$ cat src/shsp_pkg.sv
// Purpose: Shared constants and types of the host serial slave port.
// Assumes: Register byte address is four times the register index.
// Notes: Command encoding and the interrupt registers are local choices.
package shsp_pkg;
  // Register indexes; byte address = index * 4.
  localparam logic [15:0] IDX_PROTECT = 16'h00b2;
  localparam logic [15:0] IDX_CMD = 16'h00fd;
  localparam logic [15:0] IDX_STAT = 16'h2708;
  localparam logic [15:0] IDX_CTRL = 16'h270c;
  localparam logic [15:0] IDX_IRQ_STAT = 16'h2710;
  localparam logic [15:0] IDX_IRQ_MASK = 16'h2711;
  // Field positions.
  localparam int PROTECT_BIT = 6;
  localparam int CTRL_EN_BIT = 4;
  localparam int CTRL_SAFE_BIT = 3;
  // Reset values.
  localparam logic RST_EN = 1'h1;
  localparam logic RST_SAFE = 1'h0;
  localparam logic RST_PROTECT = 1'h0;
  // Command kind in command bits 7:6.
  localparam logic [1:0] OP_RAM_WR = 2'h0;
  localparam logic [1:0] OP_RAM_RD = 2'h1;
  localparam logic [1:0] OP_FLASH_RD = 2'h2;
  localparam logic [1:0] OP_ERASE = 2'h3;
  // Restricted write window size, flash page size and short command count.
  localparam logic [15:0] SAFE_LEN = 16'h0010;
  localparam int PAGE_SHIFT = 10;
  localparam logic [2:0] CNT_SHORT = 3'h7;
  // Interrupt bits.
  localparam int IRQ_DONE = 0;
  localparam int IRQ_RDY_ERR = 1;
  localparam int IRQ_DROP = 2;
  localparam int IRQ_W = 3;
  typedef enum logic [1:0] {PH_CMD, PH_ADDR_HI, PH_ADDR_LO, PH_DATA} shsp_phase_t;
  typedef struct packed {
    logic rdy_err;
    logic rd_par;
    logic wr_par;
    logic [2:0] cnt;
    logic flash_mode;
    logic flash_rdy;
  } shsp_stat_t;
  typedef struct packed {
    logic wr;
    logic rd;
    logic flash;
    logic [15:0] addr;
    logic [7:0] wdata;
  } shsp_mem_req_t;
endpackage

$ cat src/shsp_port.sv
// Purpose: Control and status logic of the host serial slave port.
// Assumes: Serial clock is far slower than the core clock; mode 0, MSB first.
// Notes: Shared memory answers a request in the same cycle via ready and data.
// How it works
// - Byte 0 of every host transaction is stored as the command, readable by the embedded cpu.
// - The port enable bit, set at reset, lets the serial pins act as the host interface.
// - With the guard set, host data writes outside the 16 byte window are dropped.
// - With flash protect set, host flash reads are refused and return zero.
// - With flash protect set, erasing page 0 or any page at or above the engine code base is blocked.
// - When chip select rises status bits 7:2 are rewritten and then hold until the next end; bits 1:0 are live.
// - Bit 7 reports that the memory was not ready for a read or write of the last command.
// - Bit 6 is the parity of all data bytes returned to the host.
// - Bit 5 is the parity of every byte the host sent, command and address included.
// - Bits 4:2 are the low bits of the data byte count, or all ones for one to three byte commands.
// - Bit 1 shows flash programming mode and is zero while the test strap is low.
// - Bit 0 shows the flash can take another write; the host waits for it.
//
// Strobed register access was decided locally.
module shsp_port #(
  parameter logic [15:0] SAFE_BASE = 16'h0000
) (
  // Clock and reset.
  input wire logic CORE_CLK_I,
  input wire logic SYS_RST_I,
  // Register port.
  input wire logic [15:0] REG_ADDR_I,
  input wire logic [7:0] REG_WDATA_I,
  input wire logic REG_WR_I,
  input wire logic REG_RD_I,
  output logic [7:0] REG_RDATA_O,
  output logic IRQ_O,
  // Serial pins.
  input wire logic SERIAL_CLOCK_PIN_I,
  input wire logic CHIP_SELECT_PIN_N_I,
  input wire logic SERIAL_IN_PIN_I,
  output logic SERIAL_OUT_PIN_O,
  output logic SERIAL_OUT_PIN_OE_O,
  input wire logic TEST_STRAP_I,
  // Memory and flash side.
  output shsp_pkg::shsp_mem_req_t MEM_REQ_O,
  input wire logic MEM_READY_I,
  input wire logic [7:0] MEM_RDATA_I,
  input wire logic [5:0] ENGINE_CODE_BASE_I,
  input wire logic FLASH_PROG_MODE_I,
  input wire logic FLASH_READY_I,
  output logic FLASH_ERASE_O,
  output logic [5:0] FLASH_PAGE_O
);
  logic sck_s1_q, sck_s2_q, sck_prev_q, cs_s1_q, cs_s2_q, di_s1_q, di_s2_q, tst_s1_q, tst_s2_q;
  logic en_q, safe_q, protect_q, act_prev_q, fetch_q, wr_q, rd_q, flash_q, erase_q, err_q;
  localparam int IRQ_W = shsp_pkg::IRQ_W;
  logic wpar_q, rpar_q, pend_q;
  logic [2:0] bit_q;
  logic [6:0] sh_q;
  logic [7:0] tx_q, cmd_q, rdata_q, wdata_q;
  logic [15:0] addr_q, dcnt_q;
  logic [IRQ_W-1:0] irq_q, mask_q, irq_ev;
  shsp_pkg::shsp_phase_t ph_q;
  shsp_pkg::shsp_stat_t stat_q, stat_rd;
  logic act, cs_start, cs_end, rise, fall, byte_done, fmode, in_win, blocked;
  logic [7:0] rx_byte;
  logic [1:0] op;
  logic [5:0] page;

  // Pin inputs pass two flops before any logic looks at them.
  always_ff @(posedge CORE_CLK_I) begin
    sck_s1_q <= SERIAL_CLOCK_PIN_I;
    sck_s2_q <= sck_s1_q;
    cs_s1_q <= CHIP_SELECT_PIN_N_I;
    cs_s2_q <= cs_s1_q;
    di_s1_q <= SERIAL_IN_PIN_I;
    di_s2_q <= di_s1_q;
    tst_s1_q <= TEST_STRAP_I;
    tst_s2_q <= tst_s1_q;
  end

  // Edge and frame detection; a disabled port never sees a frame.
  assign act = ~cs_s2_q & en_q;
  assign cs_start = act & ~act_prev_q;
  assign cs_end = ~act & act_prev_q;
  assign rise = act & sck_s2_q & ~sck_prev_q;
  assign fall = act & ~sck_s2_q & sck_prev_q;
  assign byte_done = rise & (bit_q == 3'h7);
  assign rx_byte = {sh_q, di_s2_q};
  assign op = cmd_q[7:6];
  assign page = addr_q[15:shsp_pkg::PAGE_SHIFT];
  assign in_win = (addr_q >= SAFE_BASE) && (addr_q - SAFE_BASE < shsp_pkg::SAFE_LEN);
  assign blocked = protect_q & ((page == 6'h00) | (page >= ENGINE_CODE_BASE_I));
  assign fmode = tst_s2_q & FLASH_PROG_MODE_I;

  always_ff @(posedge CORE_CLK_I) begin
    if (SYS_RST_I) begin
      sck_prev_q <= 1'b0;
      act_prev_q <= 1'b0;
    end else begin
      sck_prev_q <= sck_s2_q;
      act_prev_q <= act;
    end
  end

  // Receive shifter, byte phase and data byte counter.
  always_ff @(posedge CORE_CLK_I) begin
    if (SYS_RST_I || cs_start) begin
      bit_q <= 3'h0;
      sh_q <= 7'h00;
      ph_q <= shsp_pkg::PH_CMD;
      dcnt_q <= 16'h0000;
    end else if (rise) begin
      bit_q <= bit_q + 3'h1;
      sh_q <= rx_byte[6:0];
      if (byte_done) begin
        if (ph_q == shsp_pkg::PH_DATA) begin
          dcnt_q <= dcnt_q + 16'h0001;
        end else begin
          ph_q <= shsp_pkg::shsp_phase_t'(ph_q + 2'h1);
        end
      end
    end
  end

  // Command capture; it stays until the next command arrives.
  always_ff @(posedge CORE_CLK_I) begin
    if (SYS_RST_I) begin
      cmd_q <= 8'h00;
    end else if (byte_done && ph_q == shsp_pkg::PH_CMD) begin
      cmd_q <= rx_byte;
    end
  end

  // Address load, memory requests and erase; address steps after each access.
  always_ff @(posedge CORE_CLK_I) begin
    if (SYS_RST_I) begin
      addr_q <= 16'h0000;
      fetch_q <= 1'b0;
      wr_q <= 1'b0;
      rd_q <= 1'b0;
      flash_q <= 1'b0;
      erase_q <= 1'b0;
      wdata_q <= 8'h00;
    end else begin
      fetch_q <= 1'b0;
      wr_q <= 1'b0;
      rd_q <= 1'b0;
      erase_q <= 1'b0;
      if (fetch_q || wr_q) begin
        addr_q <= addr_q + 16'h0001;
      end
      if (byte_done) begin
        unique case (ph_q)
          shsp_pkg::PH_CMD: flash_q <= (rx_byte[7:6] == shsp_pkg::OP_FLASH_RD);
          shsp_pkg::PH_ADDR_HI: addr_q[15:8] <= rx_byte;
          shsp_pkg::PH_ADDR_LO: addr_q[7:0] <= rx_byte;
          shsp_pkg::PH_DATA: begin
            wdata_q <= rx_byte;
            wr_q <= (op == shsp_pkg::OP_RAM_WR) & (~safe_q | in_win);
          end
        endcase
        if (ph_q != shsp_pkg::PH_CMD && ph_q != shsp_pkg::PH_ADDR_HI) begin
          fetch_q <= (op == shsp_pkg::OP_RAM_RD) | (op == shsp_pkg::OP_FLASH_RD);
          rd_q <= (op == shsp_pkg::OP_RAM_RD) | (op == shsp_pkg::OP_FLASH_RD & ~protect_q);
          erase_q <= (ph_q == shsp_pkg::PH_ADDR_LO) & (op == shsp_pkg::OP_ERASE);
        end
      end
    end
  end

  assign MEM_REQ_O.wr = wr_q;
  assign MEM_REQ_O.rd = rd_q;
  assign MEM_REQ_O.flash = flash_q;
  assign MEM_REQ_O.addr = addr_q;
  assign MEM_REQ_O.wdata = wdata_q;
  assign FLASH_ERASE_O = erase_q & ~blocked;
  assign FLASH_PAGE_O = page;

  // Transmit shifter; no shift on the fall right after a byte so the MSB survives.
  always_ff @(posedge CORE_CLK_I) begin
    if (SYS_RST_I || cs_start) begin
      tx_q <= 8'h00;
    end else if (fetch_q) begin
      tx_q <= (rd_q && MEM_READY_I) ? MEM_RDATA_I : 8'h00;
    end else if (fall && bit_q != 3'h0) begin
      tx_q <= {tx_q[6:0], 1'b0};
    end
  end

  assign SERIAL_OUT_PIN_O = tx_q[7];
  assign SERIAL_OUT_PIN_OE_O = act;

  // Per-transaction accumulators, cleared at the start of every frame.
  always_ff @(posedge CORE_CLK_I) begin
    if (SYS_RST_I || cs_start) begin
      wpar_q <= 1'b0;
      rpar_q <= 1'b0;
      pend_q <= 1'b0;
      err_q <= 1'b0;
    end else begin
      if (byte_done) begin
        wpar_q <= wpar_q ^ (^rx_byte);
      end
      if (fetch_q) begin
        pend_q <= (rd_q && MEM_READY_I) ? ^MEM_RDATA_I : 1'b0;
      end
      // Parity is taken as a byte leaves, since the byte fetched after the last one is never sent.
      if (byte_done && ph_q == shsp_pkg::PH_DATA) begin
        rpar_q <= rpar_q ^ pend_q;
      end
      if ((wr_q || rd_q) && !MEM_READY_I) begin
        err_q <= 1'b1;
      end
    end
  end

  // Status byte: written once per frame end, otherwise held.
  always_ff @(posedge CORE_CLK_I) begin
    if (SYS_RST_I) begin
      stat_q <= '0;
    end else if (cs_end) begin
      stat_q.rdy_err <= err_q;
      stat_q.rd_par <= rpar_q;
      stat_q.wr_par <= wpar_q;
      stat_q.cnt <= (dcnt_q == 16'h0000) ? shsp_pkg::CNT_SHORT : dcnt_q[2:0];
    end
  end

  // Flash mode bits are live so the host can poll readiness between writes.
  always_comb begin
    stat_rd = stat_q;
    stat_rd.flash_mode = fmode;
    stat_rd.flash_rdy = fmode & FLASH_READY_I;
  end

  // Sticky interrupt sources; a new event beats a same-cycle clear.
  always_comb begin
    irq_ev = '0;
    irq_ev[shsp_pkg::IRQ_DONE] = cs_end;
    irq_ev[shsp_pkg::IRQ_RDY_ERR] = (wr_q || rd_q) && !MEM_READY_I;
    irq_ev[shsp_pkg::IRQ_DROP] = (rd_q != fetch_q) || (erase_q && blocked);
  end

  // Software registers; writes to read-only words are ignored.
  always_ff @(posedge CORE_CLK_I) begin
    if (SYS_RST_I) begin
      en_q <= shsp_pkg::RST_EN;
      safe_q <= shsp_pkg::RST_SAFE;
      protect_q <= shsp_pkg::RST_PROTECT;
      mask_q <= '0;
      irq_q <= '0;
    end else begin
      if (REG_WR_I && REG_ADDR_I == {shsp_pkg::IDX_CTRL[13:0], 2'h0}) begin
        en_q <= REG_WDATA_I[shsp_pkg::CTRL_EN_BIT];
        safe_q <= REG_WDATA_I[shsp_pkg::CTRL_SAFE_BIT];
      end
      if (REG_WR_I && REG_ADDR_I == {shsp_pkg::IDX_PROTECT[13:0], 2'h0}) begin
        protect_q <= REG_WDATA_I[shsp_pkg::PROTECT_BIT];
      end
      if (REG_WR_I && REG_ADDR_I == {shsp_pkg::IDX_IRQ_MASK[13:0], 2'h0}) begin
        mask_q <= REG_WDATA_I[IRQ_W-1:0];
      end
      if (REG_WR_I && REG_ADDR_I == {shsp_pkg::IDX_IRQ_STAT[13:0], 2'h0}) begin
        irq_q <= (irq_q & ~REG_WDATA_I[IRQ_W-1:0]) | irq_ev;
      end else begin
        irq_q <= irq_q | irq_ev;
      end
    end
  end

  assign IRQ_O = |(irq_q & mask_q);

  // Read data one cycle after the strobe; unmapped words read zero.
  always_ff @(posedge CORE_CLK_I) begin
    if (SYS_RST_I) begin
      rdata_q <= 8'h00;
    end else if (REG_RD_I) begin
      unique case (REG_ADDR_I)
        {shsp_pkg::IDX_CMD[13:0], 2'h0}: rdata_q <= cmd_q;
        {shsp_pkg::IDX_STAT[13:0], 2'h0}: rdata_q <= stat_rd;
        {shsp_pkg::IDX_CTRL[13:0], 2'h0}: rdata_q <= 8'(({7'h00, en_q} << shsp_pkg::CTRL_EN_BIT)
          | ({7'h00, safe_q} << shsp_pkg::CTRL_SAFE_BIT));
        {shsp_pkg::IDX_PROTECT[13:0], 2'h0}: rdata_q <= 8'({7'h00, protect_q} << shsp_pkg::PROTECT_BIT);
        {shsp_pkg::IDX_IRQ_STAT[13:0], 2'h0}: rdata_q <= 8'(irq_q);
        {shsp_pkg::IDX_IRQ_MASK[13:0], 2'h0}: rdata_q <= 8'(mask_q);
        default: rdata_q <= 8'h00;
      endcase
    end else begin
      rdata_q <= 8'h00;
    end
  end

  assign REG_RDATA_O = rdata_q;
endmodule // shsp_port

$ cat config.mk
export PLATFORM = sky130hd
export DESIGN_NAME = shsp_port
export DESIGN_NICKNAME = d
export VERILOG_FILES = /design/src/shsp_pkg.sv /design/src/shsp_port.sv
export SDC_FILE = /design/constraint.sdc
export NUM_CORES = 1
export LEC_CHECK = 0
export ABC_AREA = 1
export BUFFER_PORTS_ARGS = -buffer_cell sky130_fd_sc_hd__buf_2
export CORE_MARGIN = 1.5
export CORE_UTILIZATION = 56
export CTS_CLUSTER_SIZE = 8
export DETAILED_ROUTE_END_ITERATION = 8
export PLACE_DENSITY = 0.8
export SLEW_MARGIN = 10
export SYNTH_ARGS = -nofsm -noshare
export SYNTH_HDL_FRONTEND = slang
export SYNTH_SLANG_ARGS = --single-unit
$ cat constraint.sdc
create_clock -name CORE_CLK_I -period 1.8 [get_ports CORE_CLK_I]
set_input_delay 0.18 -clock CORE_CLK_I [delete_from_list [all_inputs] [get_ports CORE_CLK_I]]
set_output_delay 0.18 -clock CORE_CLK_I [all_outputs]
set_load 0.05 [all_outputs]
==> reports/metrics.cfg, run 1 <==
[global_routing]
grt_pass1_vias=4490
gr-total-overflow=0
grt_max_degree=27
antenna_found_initial=0
grtUsageTotal_pct=24.87
grt_pass1_wl_um=20560

[worst_setup_path]
start_kind=register
path_cells=ha_4 -> a21oi_2 -> nand2_1 -> nor2_2 -> nand2_2 -> a21oi_4 -> buf_8
path_max_fanout=2
crit_slowest_cell=dfxtp_4
arrival_ns=1.73
crit_path_max_incr_delay_ns=0.37
crit_buf_inv=1
cp.required_ns=1.62
end_kind=output port
path_class=reg2out
crit_family=flip-flops

[yosys]
synth_top_area_cell=dfxtp_1
synth_warnings=0
synthTopCellsByArea=dfxtp_1 40%, nand2_1 11%, inv_1 7.2%
ys_types=39
synth_flop_cell=dfxtp_1
synthesis.nets=878
ys_async_sr_fraction_pct=0
synth_edf_count=0
synthCells=808
synthMostInstantiatedCell=nand2_1
yosysSeqAreaShare_pct=39.52
synth_top_area_share_pct=39.52
syn_avg_cell_area_um2=6.897
yosys_register_bits=110
syn_area_um2=5573
synth_commonest_cells=165 x nand2_1, 110 x dfxtp_1, 107 x inv_1

[die]
die_x_um=102.8
design.core.area_um2=9729
row_count=36
initial_core_util_pct=57.28
pin_count=94
die_y_um=102.8
design.die.area_um2=10560

[drt]
drc=0
via_per_inst=5.089
drt_iter0_drc=207
wire_per_inst_um=12.29
wirelength_um=12900
antenna_left=0
vias=5343
dr.pass1.iters=5

[clock_network]
ctsHtreeMaxLevel=3
cts.sinks=110
cts_root_buffer=clkbuf_8
numCtsBuffers=9
cts_tree=built
clk_pin_slew_ns=0.11
clockBufferDepth=2
clock_latency_ns=0.38

[final_layout]
fillers=854
stdcell_area_um2=6579
diodes=0
drive_above_1_share_pct=18.43
nets=982
area_growth_pct=18.05

[status]
status=complete, but fails checks
violations=setup timing

[placed_design]
pre_cts_slack_ns=0.1200
gp_congestion=0.9289
placed_area_um2=6172
port_buffers=91
hpwl_um=9305

[sta]
clock_skew_ns=0.01241
setup_tns_ns=-0.1095
finalSetupViolations=1
rsz0062_at_grt=true
fmax_ghz=0.5237
period_minus_slack_ns=1.910
fin_ws_ns=-0.1095
hold_viol=0
timing.max_slew.rel_slack_pct=61.60
maxSlewViolCount=0
tightest_slew_ns=0.5753
period_share_pct=106.1

[job]
maxCapViolations=0

[hold_path]
hold_class=in2reg

[power_and_ir_drop]
ir_drop_v=0.0003710
p_total_mw=4.241
leakagePower_nw=2.986
power_density_nw_per_um2=644.6

## area by class of cell
class | count | area [um2] | share of cell area [%]
repair buffers | 121 | 700.7 | 10.65
well taps | 133 | 166.4 | 2.529
multi-input cells | 559 | 2878 | 43.74
inverters | 111 | 425.4 | 6.466
clock buffers | 9 | 123.9 | 1.883
clock inverters | 7 | 66.31 | 1.008
flip-flops and latches | 110 | 2218 | 33.72
## what timing repair did
| action | CTS | global route |
|---|---|---|
| setup endpoints to repair | 1 | 9 |
| buffers inserted | 5 | 4 |
| hold endpoints to repair | 4 | 0 |
| resized for setup | 13 | 16 |
| pin swaps | 6 | 7 |
| hold buffers | 4 | 0 |
## where the power goes
part	internal, mW	leakage, nW	switching (mW)
Clock	0.539	0.0978	0.915
Combinational	0.121	1.99	0.190
Sequential	2.46	0.895	0.0196
Total	3.12	2.99	1.12
## placed cells by master (no fill, tap or decap), types with 6 or more instances in the layout
master    netlist  final
xor2_1          9      9
buf_2           6     90
inv_1         107    104
a22oi_1         6      6
nand3_1        59     59
clkbuf_8        0      9
nor2_2          3      6
xnor2_1         6      6
nand4_1         7      7
ha_1           21     17
nand2_1       165    162
nor2_1        104    101
a21oi_1        61     59
buf_4          11     26
dfxtp_1       110    103
nor3_1         17     16
o21ai_0        72     69
## worst reg2reg max path, stage by stage (launching register included)
cell and delay [ns]:
dfxtp_1 0.33, ha_1 0.20, ha_1 0.17, inv_1 0.13, nor2_8 0.08, nand2_1 0.26
buf_4 0.22, nand2_1 0.06, o21bai_1 0.11, inv_1 0.04
## kinds of logic after synthesis
| kind of cell | Yosys count | synth area share, % |
|---|---|---|
| and+or+nand+nor | 373 | 28.74 |
| DFF | 110 | 39.52 |
| AOI/OAI and AO/OA | 150 | 14.14 |
| xor gates and xnor gates | 15 | 2.358 |
| adders and majority gates | 21 | 4.715 |
| buffers and inverters | 139 | 10.53 |
## per-stage QoR
stage | std cells | hold slack (ns) | util, %
global placement | 1021 | 0.2822 | 63.44
global route | 1050 | 0.05667 | 67.62
floorplan | 808 | 0.2077 | -
detailed placement | 1021 | 0.2845 | 63.44
finish | 1050 | 0.06070 | 67.62
CTS | 1046 | 0.04431 | 66.76
## state kept, by name, indices dropped and copies added (netlist names), 2 cells and up
register	cells
addr_q	16
mask_q	3
sh_q	7
cmd_q	8
ph_q	2
irq_q	3
bit_q	3
dcnt_q	16
stat_q	6
tx_q	8
wdata_q	8
REG_RDATA_O	8
## metal layers
| metal | track usage (%) | vias to the layer above | share of wire (%) |
|---|---|---|---|
| li1 | - | 2809 | - |
| met1 | 34.57 | 2378 | 47 |
| met2 | 40.91 | 140 | 46 |
| met3 | 4.136 | 16 | 5.4 |
| met4 | 5.405 | 0 | 1.2 |
| met5 | 0 | - | 0 |
## final timing paths
path	startpoint	endpoint	slack, ns	cells past startpoint
worst min register to register	sck_s1_q$_DFF_P_	sck_s2_q$_DFF_P_	0.34	0
worst max register to register	bit_q[0]$_SDFFE_PP0P_	addr_q[13]$_SDFF_PP0_	0.11	9
worst max-delay path	addr_q[15]$_SDFF_PP0_	FLASH_ERASE_O	-0.11	7
worst min-delay path	REG_WDATA_I[2]	mask_q[2]$_SDFFE_PP0P_	0.06	3
No activity file was read; power rests on OpenSTA's default activity.
==> run 2, diff against run 1 <==
--- a/config.mk
+++ b/config.mk
@@ -12,6 +12,7 @@
 export CTS_CLUSTER_SIZE = 8
 export DETAILED_ROUTE_END_ITERATION = 8
 export PLACE_DENSITY = 0.8
+export REMOVE_ABC_BUFFERS = 1
 export SLEW_MARGIN = 10
 export SYNTH_ARGS = -nofsm -noshare
 export SYNTH_HDL_FRONTEND = slang
==> reports/metrics.cfg, run 2 (synthesis gave the netlist of run 1 again) <==
[status]
status=complete, but fails checks
violations=setup timing

[drt]
dr.pass1.iters=5
wire_per_inst_um=12.04
antenna_left=0
wirelength_um=12640
drc=0
drt_iter0_drc=279
vias=5359
via_per_inst=5.104

[worst_setup_path]
r2r-start=bit_q[0]$_SDFFE_PP0P_
path_max_fanout=2
critPathLaunch=addr_q[14]$_SDFF_PP0_
start_kind=register
path_cells=ha_4 -> nand2_4 -> inv_2 -> nand2_1 -> nand2_1 -> nor2_1 -> nand2_2 -> a21oi_2 -> buf_6
crit_path_max_incr_delay_ns=0.35
arrival_ns=1.65
crit_top_cell=nand2_1
cp.required_ns=1.62
crit_buf_inv=2
end_kind=output port
path_class=reg2out
crit_family=simple AND/OR/NAND/NOR gates
crit_slowest_cell=dfxtp_2

[hold_path]
hold_class=in2reg
min_from=REG_WDATA_I[0]

[sta]
rsz0062_at_grt=true
setup_tns_ns=-0.03386
hold_viol=0
fin_ws_ns=-0.03386
clock_skew_ns=0.01508
period_share_pct=101.9
period_minus_slack_ns=1.834
finalSetupViolations=1
fmax_ghz=0.5453
tightest_slew_ns=0.5908
maxSlewViolCount=0
timing.max_slew.rel_slack_pct=60.57

[power_and_ir_drop]
leakagePower_nw=2.993
swShare_pct=23.87
seq_power_share_pct=55.8
ir_drop_v=0.0003365
power_frac_clock_pct=37.2
power_density_nw_per_um2=673.2
internal_power_mw=3.383
p_comb_share_pct=7.0
switching_power_mw=1.061

[final_layout]
fillers=871
stdcell_area_um2=6601
drive_above_1_share_pct=17.99
nets=982
diodes=0
final_util_pct=67.85
final_common_cell=nand2_1
final_cell_mix=162 x nand2_1, 105 x dfxtp_1, 104 x inv_1
multi_input_area_um2=2867
reg_top3=addr_q: 16 flops, dcnt_q: 16 flops
area_growth_pct=18.46
area.sequential_um2=2211

[clock_network]
cts_root_buffer=clkbuf_8
clk_pin_slew_ns=0.10
ctsHtreeMaxLevel=3
cts.sinks=110
clock_latency_ns=0.38
cts_tree=built
clockBufferDepth=2
numCtsBuffers=9

[die]
die_y_um=102.8
initial_core_util_pct=57.28
row_count=36
die_x_um=102.8
design.core.area_um2=9729
pin_count=94
design.die.area_um2=10560

[placed_design]
placed_area_um2=6196
port_buffers=91
gp_congestion=0.9134
hpwl_um=9186

[global_routing]
gr-total-overflow=0
grt_max_degree=47
antenna_found_initial=0
use_met3_pct=3.390
grt_use_met2_pct=43.35
grt_pass1_vias=4711
grt-busiest-layer=met2
grtUsageTotal_pct=24.62
met1_usage_pct=31.01
grt_pass1_wl_um=20640

[job]
maxCapViolations=0

[run 2: cell types whose count changed in the layout (fill, tap and decap cells not counted), moves of 2 or more]
cell and delta:
bufinv_16 +2, nor2_2 -2, buf_4 -2, inv_8 -2, dfxtp_1 +2, dfxtp_4 -2, o21ai_0 +2, o21ai_1 -2
[run 2: power groups by stage]
| stage | sequential, mW | combinational (mW) | clock (mW) |
|---|---|---|---|
| after floorplan | 2.53 | 0.165 | 0 |
| after detailed placement | 2.54 | 0.290 | 0 |
| after CTS | 2.48 | 0.306 | 1.69 |
| after global routing | 2.49 | 0.358 | 1.78 |
| after global placement | 2.54 | 0.285 | 0 |
| final | 2.48 | 0.312 | 1.65 |
[run 2: worst register-to-register path: cells and delay by family (launching register included)]
kind,cells,cell delay (ns)
flops,1,0.35
simple gates,3,0.46
fa+ha+maj,2,0.29
compound gates,1,0.26
buf+inv,3,0.21
[run 2: path summary, 6_finish.rpt]
| kind | cells after the start | slack, ns | endpoint |
|---|---|---|---|
| hold reg to reg | 0 | 0.32 | di_s2_q$_DFF_P_ |
| setup reg to reg | 9 | 0.15 | addr_q[10]$_SDFF_PP0_ |
| setup / recovery | 9 | -0.03 | FLASH_ERASE_O |
| hold / removal | 3 | 0.05 | mask_q[0]$_SDFFE_PP0P_ |
[run 2: repair_timing]
action,CTS,global route
resized for setup,18,9
setup endpoints to repair,1,11
buffers inserted,3,1
pin swaps,7,6
cloned,0,1
hold buffers,4,0
endpoints found under the hold margin,4,0
[run 2: cell type report]
cell class | instances | share of cell area (%)
well taps | 133 | 2.521
inverters | 111 | 6.406
clock buffers | 9 | 1.876
clock inverters | 7 | 1.573
repair inverters | 1 | 0.07582
flip-flops and latches | 110 | 33.49
repair buffers | 120 | 10.63
multi-input cells | 559 | 43.42
[run 2: per-stage QoR]
stage,hold slack (ns),total power [mW],instances,setup slack [ns]
after floorplan,0.2077,2.695,780,-0.9331
after global placement,0.2822,2.822,1025,0.1846
after detailed placement,0.2836,2.827,1025,0.1253
after CTS,0.03926,4.471,1048,-0.05922
after global routing,0.05870,4.622,1050,-0.1189
final,0.05240,4.444,1050,-0.03386
[run 2: metal layers]
| layer | part of all wire, % | wire [um] |
|---|---|---|
| met5 | 0 | 0 |
| met4 | 1.5 | 186 |
| met3 | 5.5 | 697 |
| met2 | 48 | 6024 |
| met1 | 45 | 5731 |
